**config.mk**
```make
export PLATFORM = sky130hd
export DESIGN_NAME = pbl_bist
export DESIGN_NICKNAME = d
export VERILOG_FILES = /design/src/design/pbl_pkg.sv /design/src/design/pbl_bist.sv /design/src/design/pbl_fifo.sv
export VERILOG_INCLUDE_DIRS = /design/src /design/src/design
export SDC_FILE = /design/constraint.sdc
export NUM_CORES = 1
export LEC_CHECK = 0
export CAP_MARGIN = 30
export CORE_ASPECT_RATIO = 0.7
export CORE_UTILIZATION = 45
export CTS_CLUSTER_SIZE = 25
export DETAILED_ROUTE_END_ITERATION = 10
export DONT_BUFFER_PORTS = 1
export PLACE_DENSITY = 0.62
export SYNTH_ARGS = -nofsm -noshare
export SYNTH_HDL_FRONTEND = slang
export SYNTH_SLANG_ARGS = --single-unit
export TNS_END_PERCENT = 100
```
**constraint.sdc**
```tcl
create_clock -name i_ref_clk -period 3.5 [get_ports i_ref_clk]
set_input_delay 0.35 -clock i_ref_clk [delete_from_list [all_inputs] [get_ports i_ref_clk]]
set_output_delay 0.35 -clock i_ref_clk [all_outputs]
set_load 0.02 [all_outputs]
```
**src/design/pbl_regs.svh**
```systemverilog
`ifndef PBL_REGS_SVH
`define PBL_REGS_SVH

// register offsets on the management port
`define PBL_CTRL_OFS      8'h16
`define PBL_STAT_OFS      8'h17
`define PBL_RXCNT_OFS     8'h71
`define PBL_ERRCNT_OFS    8'h72

// self_test_control fields
`define PBL_CTRL_RST      16'h0c00
`define PBL_GEN_EN_BIT    0
`define PBL_CHK_EN_BIT    1
`define PBL_LOOP_LSB      2
`define PBL_LOOP_MSB      4
`define PBL_REV_MAC_BIT   5
`define PBL_GAP_LSB       8
`define PBL_GAP_MSB       12
`define PBL_LONG_BIT      13
`define PBL_CONT_BIT      14

// self_test_status fields
`define PBL_LOCK_BIT      0
`define PBL_LOST_BIT      1
`define PBL_BUSY_BIT      2

// packet lengths in bytes and checker thresholds in bytes
`define PBL_SHORT_LEN     11'd64
`define PBL_LONG_LEN      11'd1518
`define PBL_LOCK_MATCHES  4'd4
`define PBL_LOSS_MISSES   4'd8
`define PBL_LFSR_SEED     15'h7fff
`define PBL_CNT_MAX       16'hffff

`endif

```
**src/design/pbl_pkg.sv**
```systemverilog
package pbl_pkg;

    typedef logic [14:0] pbl_lfsr_t;

    typedef enum logic [2:0] {
        PBL_LOOP_NONE     = 3'h0,
        PBL_LOOP_DIGITAL  = 3'h1,
        PBL_LOOP_ANALOG   = 3'h2,
        PBL_LOOP_EXTERNAL = 3'h3,
        PBL_LOOP_REVERSE  = 3'h4
    } pbl_loop_e;

    typedef enum logic [2:0] {
        PBL_GEN_IDLE = 3'h1,
        PBL_GEN_PKT  = 3'h2,
        PBL_GEN_GAP  = 3'h4
    } pbl_gen_e;

    typedef enum logic [1:0] {
        PBL_CHK_HUNT = 2'h1,
        PBL_CHK_LOCK = 2'h2
    } pbl_chk_e;

    // eight steps of x^15 + x^14 + 1; the low byte is the byte on the wire
    function automatic pbl_lfsr_t pbl_step8(input pbl_lfsr_t s);
        pbl_lfsr_t t;
        t = s;
        for (int i = 0; i < 8; i++) begin
            t = {t[13:0], t[14] ^ t[13]};
        end
        return t;
    endfunction

endpackage

```
**src/design/pbl_bist.sv**
```systemverilog
`timescale 1ns/1ns
`include "pbl_regs.svh"
module pbl_bist
    import pbl_pkg::*;
#(
    parameter int FIFO_DEPTH = 8
) (
    input  wire logic       i_ref_clk,
    input  wire logic       i_reset_n,
    input  wire logic [7:0] i_reg_addr,
    input  wire logic       i_reg_wr,
    input  wire logic       i_reg_rd,
    input  wire logic [15:0] i_reg_wdata,
    output logic [15:0]     o_reg_rdata,
    input  wire logic       i_gigabit,
    input  wire logic       i_mac_tx_valid,
    input  wire logic [7:0] i_mac_tx_data,
    input  wire logic       i_mac_tx_last,
    output logic            o_mac_tx_ready,
    output logic            o_mac_rx_dv,
    output logic [7:0]      o_mac_rx_data,
    output logic            o_line_tx_valid,
    output logic [7:0]      o_line_tx_data,
    output logic            o_line_tx_last,
    input  wire logic       i_line_tx_ready,
    input  wire logic       i_line_rx_dv,
    input  wire logic [7:0] i_line_rx_data,
    output logic [2:0]      o_loop_sel
);
    logic [15:0] ctrl;
    logic [15:0] next_ctrl;
    logic [15:0] next_rdata;
    logic [2:0]  next_loop_sel;
    pbl_loop_e   act_loop;
    logic        rd_stat;
    logic        rd_rx;
    logic        rd_err;
    logic        internal_loop;

    // loop selection, held in the self-test control register
    always_comb begin
        rd_stat = i_reg_rd && (i_reg_addr == `PBL_STAT_OFS);
        rd_rx   = i_reg_rd && (i_reg_addr == `PBL_RXCNT_OFS);
        rd_err  = i_reg_rd && (i_reg_addr == `PBL_ERRCNT_OFS);
        case (ctrl[`PBL_LOOP_MSB:`PBL_LOOP_LSB])
            3'h1:    act_loop = PBL_LOOP_DIGITAL;
            3'h2:    act_loop = PBL_LOOP_ANALOG;
            // the cable loop cannot carry gigabit signalling
            3'h3:    act_loop = i_gigabit ? PBL_LOOP_NONE : PBL_LOOP_EXTERNAL;
            3'h4:    act_loop = PBL_LOOP_REVERSE;
            default: act_loop = PBL_LOOP_NONE;
        endcase
        internal_loop = (act_loop == PBL_LOOP_DIGITAL) || (act_loop == PBL_LOOP_ANALOG);
        next_ctrl     = (i_reg_wr && i_reg_addr == `PBL_CTRL_OFS) ? i_reg_wdata : ctrl;
        next_loop_sel = act_loop;
    end

    // ---------------- generator ----------------
    pbl_gen_e    gen_state;
    pbl_gen_e    next_gen_state;
    pbl_lfsr_t   gen_lfsr;
    pbl_lfsr_t   next_gen_lfsr;
    logic [10:0] gen_cnt;
    logic [10:0] next_gen_cnt;
    logic [10:0] pkt_len;
    logic [10:0] gap_len;
    logic        gen_busy;
    logic        gen_push;
    logic        gen_last;
    logic        fifo_in_ready;
    pbl_lfsr_t   gen_step;

    always_comb begin
        pkt_len  = ctrl[`PBL_LONG_BIT] ? `PBL_LONG_LEN : `PBL_SHORT_LEN;
        gap_len  = (ctrl[`PBL_GAP_MSB:`PBL_GAP_LSB] == 5'h00) ? 11'd1
                 : {6'h00, ctrl[`PBL_GAP_MSB:`PBL_GAP_LSB]};
        gen_busy = gen_state != PBL_GEN_IDLE;
        gen_step = pbl_step8(gen_lfsr);
        gen_push = (gen_state == PBL_GEN_PKT) && fifo_in_ready;
        gen_last = gen_cnt == 11'(pkt_len - 11'd1);
        next_gen_state = gen_state;
        next_gen_cnt   = gen_cnt;
        // the register holds its value across gaps so the stream never restarts
        next_gen_lfsr  = gen_push ? gen_step : gen_lfsr;
        case (gen_state)
            PBL_GEN_IDLE: begin
                if (ctrl[`PBL_GEN_EN_BIT]) begin
                    next_gen_state = PBL_GEN_PKT;
                    next_gen_cnt   = 11'd0;
                end
            end
            PBL_GEN_PKT: begin
                if (gen_push) begin
                    next_gen_cnt   = gen_last ? 11'd0 : 11'(gen_cnt + 11'd1);
                    next_gen_state = gen_last ? PBL_GEN_GAP : PBL_GEN_PKT;
                end
            end
            PBL_GEN_GAP: begin
                next_gen_cnt = 11'(gen_cnt + 11'd1);
                if (gen_cnt == 11'(gap_len - 11'd1)) begin
                    next_gen_cnt   = 11'd0;
                    next_gen_state = ctrl[`PBL_GEN_EN_BIT] ? PBL_GEN_PKT : PBL_GEN_IDLE;
                end
            end
            default: next_gen_state = PBL_GEN_IDLE;
        endcase
    end

    // ---------------- transmit path into the FIFO ----------------
    logic       rh_valid;
    logic [7:0] rh_data;
    logic       next_rh_valid;
    logic [7:0] next_rh_data;
    logic       rev_push;
    logic [7:0] rev_data;
    logic       rev_last;
    logic       fifo_in_valid;
    logic [8:0] fifo_in_data;
    logic       fifo_out_valid;
    logic [8:0] fifo_out_data;
    logic       fifo_out_ready;
    logic       is_reverse;

    always_comb begin
        is_reverse = act_loop == PBL_LOOP_REVERSE;
        // one byte held back so the frame end can be marked on the last byte
        rev_push      = is_reverse && rh_valid;
        rev_data      = rh_data;
        rev_last      = !i_line_rx_dv;
        next_rh_valid = is_reverse && i_line_rx_dv;
        next_rh_data  = i_line_rx_dv ? i_line_rx_data : rh_data;
        if (gen_busy) begin
            fifo_in_valid = gen_state == PBL_GEN_PKT;
            fifo_in_data  = {gen_last, gen_step[7:0]};
        end else if (is_reverse) begin
            // the MAC transmit bus is not looked at in this mode
            fifo_in_valid = rev_push;
            fifo_in_data  = {rev_last, rev_data};
        end else begin
            fifo_in_valid = i_mac_tx_valid;
            fifo_in_data  = {i_mac_tx_last, i_mac_tx_data};
        end
        // an internal loop drains at once; the line is not allowed to stall it
        fifo_out_ready = internal_loop || i_line_tx_ready;
    end

    pbl_fifo #(
        .WIDTH (9),
        .DEPTH (FIFO_DEPTH)
    ) u_fifo (
        .i_ref_clk   (i_ref_clk),
        .i_reset_n   (i_reset_n),
        .i_in_valid  (fifo_in_valid),
        .i_in_data   (fifo_in_data),
        .o_in_ready  (fifo_in_ready),
        .o_out_valid (fifo_out_valid),
        .o_out_data  (fifo_out_data),
        .i_out_ready (fifo_out_ready)
    );

    // FIFO ready gated by gen_busy and is_reverse; only the plain MAC path may be offered
    assign o_mac_tx_ready  = fifo_in_ready && !gen_busy && !is_reverse;
    assign o_line_tx_valid = fifo_out_valid;
    assign o_line_tx_data  = fifo_out_data[7:0];
    assign o_line_tx_last  = fifo_out_data[8];

    // ---------------- checker ----------------
    pbl_chk_e    chk_state;
    pbl_chk_e    next_chk_state;
    pbl_lfsr_t   chk_lfsr;
    pbl_lfsr_t   next_chk_lfsr;
    pbl_lfsr_t   chk_step;
    logic [3:0]  chk_run;
    logic [3:0]  next_chk_run;
    logic        sync_lost;
    logic        next_sync_lost;
    logic [15:0] rx_cnt;
    logic [15:0] err_cnt;
    logic [15:0] next_rx_cnt;
    logic [15:0] next_err_cnt;
    logic        chk_valid;
    logic [7:0]  chk_data;
    logic        chk_match;
    logic        locked;

    function automatic logic [15:0] bump(input logic [15:0] v, input logic cont);
        if (v == `PBL_CNT_MAX) begin
            return cont ? 16'h0000 : v;
        end
        return 16'(v + 16'h0001);
    endfunction

    always_comb begin
        chk_valid = internal_loop ? (fifo_out_valid && fifo_out_ready) : i_line_rx_dv;
        chk_data  = internal_loop ? fifo_out_data[7:0] : i_line_rx_data;
        chk_step  = pbl_step8(chk_lfsr);
        chk_match = chk_step[7:0] == chk_data;
        locked    = chk_state == PBL_CHK_LOCK;
        next_chk_state = chk_state;
        next_chk_lfsr  = chk_lfsr;
        next_chk_run   = chk_run;
        next_sync_lost = sync_lost && !rd_stat;
        next_rx_cnt    = rd_rx ? 16'h0000 : rx_cnt;
        next_err_cnt   = rd_err ? 16'h0000 : err_cnt;
        if (!ctrl[`PBL_CHK_EN_BIT]) begin
            next_chk_state = PBL_CHK_HUNT;
            next_chk_run   = 4'h0;
        end else if (chk_valid) begin
            case (chk_state)
                PBL_CHK_HUNT: begin
                    // seed from the wire; two bytes cover the whole register
                    next_chk_lfsr = {chk_lfsr[6:0], chk_data};
                    next_chk_run  = chk_match ? 4'(chk_run + 4'h1) : 4'h0;
                    if (chk_match && chk_run == 4'(`PBL_LOCK_MATCHES - 4'h1)) begin
                        next_chk_state = PBL_CHK_LOCK;
                        next_chk_run   = 4'h0;
                    end
                end
                PBL_CHK_LOCK: begin
                    next_chk_lfsr = chk_step;
                    next_rx_cnt   = bump(next_rx_cnt, ctrl[`PBL_CONT_BIT]);
                    next_chk_run  = chk_match ? 4'h0 : 4'(chk_run + 4'h1);
                    if (!chk_match) begin
                        next_err_cnt = bump(next_err_cnt, ctrl[`PBL_CONT_BIT]);
                        if (chk_run == 4'(`PBL_LOSS_MISSES - 4'h1)) begin
                            next_chk_state = PBL_CHK_HUNT;
                            next_chk_run   = 4'h0;
                            next_sync_lost = 1'b1;
                        end
                    end
                end
                default: next_chk_state = PBL_CHK_HUNT;
            endcase
        end
    end

    // ---------------- MAC receive side and register reads ----------------
    logic       next_mac_rx_dv;
    logic [7:0] next_mac_rx_data;

    always_comb begin
        if (internal_loop) begin
            next_mac_rx_dv = chk_valid;
        end else if (is_reverse) begin
            next_mac_rx_dv = i_line_rx_dv && ctrl[`PBL_REV_MAC_BIT];
        end else begin
            next_mac_rx_dv = i_line_rx_dv;
        end
        next_mac_rx_data = next_mac_rx_dv ? chk_data : o_mac_rx_data;
        next_rdata = 16'h0000;
        if (i_reg_rd) begin
            case (i_reg_addr)
                `PBL_CTRL_OFS:   next_rdata = ctrl;
                `PBL_STAT_OFS:   next_rdata = {13'h0000, gen_busy, sync_lost, locked};
                `PBL_RXCNT_OFS:  next_rdata = rx_cnt;
                `PBL_ERRCNT_OFS: next_rdata = err_cnt;
                default:         next_rdata = 16'h0000;
            endcase
        end
    end

    always_ff @(posedge i_ref_clk or negedge i_reset_n) begin
        if (!i_reset_n) begin
            ctrl          <= `PBL_CTRL_RST;
            o_loop_sel    <= 3'h0;
            o_reg_rdata   <= 16'h0000;
            gen_state     <= PBL_GEN_IDLE;
            gen_lfsr      <= `PBL_LFSR_SEED;
            gen_cnt       <= 11'd0;
            rh_valid      <= 1'b0;
            rh_data       <= 8'h00;
            chk_state     <= PBL_CHK_HUNT;
            chk_lfsr      <= `PBL_LFSR_SEED;
            chk_run       <= 4'h0;
            sync_lost     <= 1'b0;
            rx_cnt        <= 16'h0000;
            err_cnt       <= 16'h0000;
            o_mac_rx_dv   <= 1'b0;
            o_mac_rx_data <= 8'h00;
        end else begin
            ctrl          <= next_ctrl;
            o_loop_sel    <= next_loop_sel;
            o_reg_rdata   <= next_rdata;
            gen_state     <= next_gen_state;
            gen_lfsr      <= next_gen_lfsr;
            gen_cnt       <= next_gen_cnt;
            rh_valid      <= next_rh_valid;
            rh_data       <= next_rh_data;
            chk_state     <= next_chk_state;
            chk_lfsr      <= next_chk_lfsr;
            chk_run       <= next_chk_run;
            sync_lost     <= next_sync_lost;
            rx_cnt        <= next_rx_cnt;
            err_cnt       <= next_err_cnt;
            o_mac_rx_dv   <= next_mac_rx_dv;
            o_mac_rx_data <= next_mac_rx_data;
        end
    end
endmodule // pbl_bist

```
**src/design/pbl_fifo.sv**
```systemverilog
`timescale 1ns/1ns
// words sit in a small array; the head word waits in an output register
module pbl_fifo #(
    parameter int WIDTH = 9,
    parameter int DEPTH = 8
) (
    input  wire logic             i_ref_clk,
    input  wire logic             i_reset_n,
    input  wire logic             i_in_valid,
    input  wire logic [WIDTH-1:0] i_in_data,
    output logic                  o_in_ready,
    output logic                  o_out_valid,
    output logic [WIDTH-1:0]      o_out_data,
    input  wire logic             i_out_ready
);
    localparam int PW = $clog2(DEPTH);
    localparam int CW = $clog2(DEPTH + 1);

    logic [WIDTH-1:0] mem [DEPTH];
    logic [PW-1:0]    wr_ptr;
    logic [PW-1:0]    rd_ptr;
    logic [CW-1:0]    count;
    logic [PW-1:0]    next_wr_ptr;
    logic [PW-1:0]    next_rd_ptr;
    logic [CW-1:0]    next_count;
    logic             next_in_ready;
    logic             next_out_valid;
    logic [WIDTH-1:0] next_out_data;
    logic             push;
    logic             pop;

    always_comb begin
        push           = i_in_valid && o_in_ready;
        pop            = (count != '0) && (!o_out_valid || i_out_ready);
        next_wr_ptr    = push ? PW'(wr_ptr + 1'b1) : wr_ptr;
        next_rd_ptr    = pop ? PW'(rd_ptr + 1'b1) : rd_ptr;
        next_count     = CW'(count + CW'(push) - CW'(pop));
        // ready reflects the fill of the coming cycle, so it is never optimistic
        next_in_ready  = next_count != CW'(DEPTH);
        next_out_valid = pop ? 1'b1 : (i_out_ready ? 1'b0 : o_out_valid);
        next_out_data  = pop ? mem[rd_ptr] : o_out_data;
    end

    always_ff @(posedge i_ref_clk) begin
        if (push) begin
            mem[wr_ptr] <= i_in_data;
        end
    end

    always_ff @(posedge i_ref_clk or negedge i_reset_n) begin
        if (!i_reset_n) begin
            wr_ptr      <= '0;
            rd_ptr      <= '0;
            count       <= '0;
            o_in_ready  <= 1'b1;
            o_out_valid <= 1'b0;
            o_out_data  <= '0;
        end else begin
            wr_ptr      <= next_wr_ptr;
            rd_ptr      <= next_rd_ptr;
            count       <= next_count;
            o_in_ready  <= next_in_ready;
            o_out_valid <= next_out_valid;
            o_out_data  <= next_out_data;
        end
    end
endmodule // pbl_fifo

```
==> impl_metrics.py <==
metrics = {
    "synthesis": {
        "synth_top_area_frac": 0.2787,
        "syn_avg_cell_area_um2": 11.68,
        "synth_nets": 1002,
        "synth-warning-count": 0,
        "synth_edf_count": 72,
        "synth_cells": 938,
        "synth.distinct_cells": 71,
        "ys.flop_type": "dfrtp_1",
        "synthTopCellsByArea": "dfrtp_1, edfxtp_1, dfstp_2",
        "synth_top_cell_by_area": "dfrtp_1",
        "syn_area_um2": 10950,
        "ys_seq_area_frac": 0.5601,
        "synthArstFlopShare": 0.6856,
        "ys_seq_elements": 229,
    },
    "global_route": {
        "antenna_found_initial": 0,
        "grt_pass1_wl_um": 42230,
        "grt_pass1_vias": 7343,
        "gr-total-overflow": 0,
        "grtUsageTotal": 0.2155,
        "grt_max_degree": 158,
    },
    "place": {
        "io_buffers": 0,
        "gp_congestion": 0.8815,
        "placed_area_um2": 11430,
        "hpwlAfterDp_um": 18310,
    },
    "layout": {
        "drive_above_1_share": 0.2012,
        "syn_to_final_growth_pct": 14.87,
        "fillerInstances": 2004,
        "antenna_cells": 0,
        "fin_nets": 1045,
        "finalInstanceArea_um2": 12580,
    },
    "worst_setup_path": {
        "worstSetupStartpointType": "flip-flop",
        "critPathMaxFanout": 12,
        "worst_ep_arrival_time_ns": 3.52,
        "required_ns": 3.94,
        "r2r-end": "err_cnt[5]",
        "crit_type": "reg2reg",
        "end_kind": "flip-flop",
        "r2r_start": "ctrl[3]",
        "r2r_cells": 8,
        "r2r_slack_ns": 0.42,
    },
    "detailed_routing": {
        "ant_nets": 0,
        "drt-wirelength-per-cell_um": 19.79,
        "wl_um": 26070,
        "dr_total_vias": 7543,
        "drc": 0,
        "avgViaCountPerCell": 5.727,
        "drt_first_pass_iters": 6,
        "first_iter_violations": 903,
    },
    "die": {
        "start_util": 0.4610,
        "fp.dieW_um": 188.5,
        "pin_count": 88,
        "core_area_um2": 23760,
        "die_h_um": 132.5,
        "rows": 47,
        "die_area_um2": 24980,
    },
    "run_status": {
        "outcome": "finished with violations",
        "violations": "negative hold slack",
    },
    "timing": {
        "timing.final.crit_period_ns": 3.076,
        "timing.slew.headroom": 0.3639,
        "fmax_mhz": 325.1,
        "tns_ns": 0,
        "setup_violations": 0,
        "post-route-period-util": 0.8788,
        "rsz0062_at_grt": "false",
        "whs_ns": -0.4805,
        "hold_viol": 157,
        "skew_ns": 0.01094,
        "worst_slew_pin_slew_ns": 0.9507,
        "finalMaxSlewViolations": 0,
    },
    "clocking": {
        "cts_resized": 0,
        "numCtsBuffers": 24,
        "clk_latency_ns": 0.52,
        "clockBufferDepth": 3,
        "ctsHoldBuffers": 26,
        "cts_root_buf": "clkbuf_16",
        "htree_levels": 1,
        "path_clk_slew_ns": 0.06,
        "postCtsSetupBuffers": 0,
        "numClockSinks": 229,
        "cts_tree": "done",
    },
    "power_and_ir_drop": {
        "leakage_nw": 5.116,
        "fin_total_pwr_mw": 7.768,
        "vdd_drop_max_mv": 0.2838,
        "power_density_nw_per_um2": 617.4,
    },
    "run": {
        "drv_cap": 0,
    },
    "min_path": {
        "min-delay-path-class": "in2async",
    },
}
## metal layers
layer / up-vias / part of all wire / track usage
li1: 3558 / - / -
met1: 3698 / 0.49 / 0.3367
met2: 242 / 0.42 / 0.3002
met3: 45 / 0.078 / 0.05093
met4: 0 / 0.021 / 0.04839
met5: - / 0 / 0
## how the worst max path moves through the flow
stage	endpoint	start	cells past startpoint	slack [ns]
final	err_cnt[5]	ctrl[3]	8	0.42
after floorplan	err_cnt[9]	i_reg_addr[3]	15	0.40
after detailed placement	err_cnt[5]	ctrl[3]	8	0.44
after global routing	err_cnt[5]	ctrl[2]	8	0.20
after CTS	err_cnt[5]	ctrl[3]	8	0.42
after global placement	err_cnt[9]	i_reg_addr[3]	11	0.54
## cell usage in the layout, fill, tap and decap left out, drive strengths merged, types with 13 or more instances in the layout
cell type and count:
mux4 18, nand2 91, mux2i 17, mux2 58
ha 14, clkbuf 32, inv 25, o21ai 46
nor2 80, dfrtp 122, nor3 17, dlygate4sd3 26
nand3 29, xor2 26, buf 30, a21oi 38
edfxtp 72, nand4 21, dfstp 35, a222oi 13
## cell type report
cell class / count / area [um2] / share of cell area
flip-flops and latches: 229 / 6135 / 0.4876
multi-input cells: 644 / 4574 / 0.3636
clock buffers: 32 / 701.9 / 0.05579
repair buffers: 56 / 485.5 / 0.03858
well taps: 318 / 397.9 / 0.03162
clock inverters: 12 / 190.2 / 0.01512
inverters: 26 / 97.59 / 0.007757
## registers in the layout, summed over array words and instances (netlist names), 4 cells and up
signal / count
o_reg_rdata: 16
u_fifo.count: 4
u_fifo.o_out_data: 9
rx_cnt: 16
rev_data: 8
u_fifo.mem: 72
ctrl: 16
err_cnt: 16
gen_lfsr: 15
chk_lfsr: 15
gen_cnt: 11
chk_run: 4
o_mac_rx_data: 8
## cell families (layout without fill, tap and decap cells)
logic type | count (synthesis) | after routing | share of synthesized area
xor+xnor | 33 | 33 | 0.02776
buf+inv | 65 | 126 | 0.02273
compound gates | 178 | 178 | 0.1070
simple gates | 325 | 325 | 0.1520
flops | 229 | 229 | 0.5601
fa+ha+maj | 15 | 15 | 0.01782
mux | 93 | 93 | 0.1125
## power by group
group	switching, mW	internal [mW]
Clock	1.07	1.77
Combinational	0.661	0.665
Sequential	0.438	3.16
Total	2.17	5.60
## Yosys cell counts (4+ instances only)
| cell | count |
|---|---|
| a211oi_1 | 7 |
| a21o_1 | 4 |
| a21oi_1 | 38 |
| a222oi_1 | 13 |
| a22oi_1 | 6 |
| a31oi_1 | 10 |
| a41oi_1 | 4 |
| and2_1 | 9 |
| and3_1 | 12 |
| buf_2 | 4 |
| clkbuf_1 | 32 |
| dfrtp_1 | 122 |
| dfstp_2 | 35 |
| edfxtp_1 | 72 |
| ha_1 | 14 |
| inv_1 | 25 |
| mux2_2 | 57 |
| mux2i_1 | 17 |
| mux4_2 | 18 |
| nand2_1 | 91 |
| nand2b_1 | 11 |
| nand3_1 | 28 |
| nand3b_1 | 5 |
| nand4_1 | 20 |
| nor2_1 | 79 |
| nor2b_1 | 12 |
| nor3_1 | 17 |
| nor4_1 | 7 |
| o211ai_1 | 6 |
| o21a_1 | 9 |
| o21ai_0 | 46 |
| o22ai_1 | 4 |
| o31ai_1 | 8 |
| or2_2 | 4 |
| or3_1 | 6 |
| xnor2_1 | 6 |
| xor2_1 | 25 |
## critical path, stage by stage (launching register included)
cell	delay, ns
dfrtp_1	0.51
xor2_2	0.43
a22oi_1	0.16
a311oi_1	0.27
mux2i_1	0.17
a41oi_1	0.37
nand2_1	0.36
or4_1	0.56
o22ai_1	0.17
## per-stage QoR
stage                     std cells    util  hold slack, ns  worst slack [ns]
final                          1317  0.5296         -0.4805            0.4241
after global routing           1317  0.5296         -0.4912            0.1964
after CTS                      1317  0.5296         -0.4874            0.4237
after detailed placement       1247  0.4811         0.06252            0.4376
after global placement         1247  0.4811         0.06140            0.5388
after floorplan                 938       -         0.05441            0.4036
(Power assumes the default switching activity.)
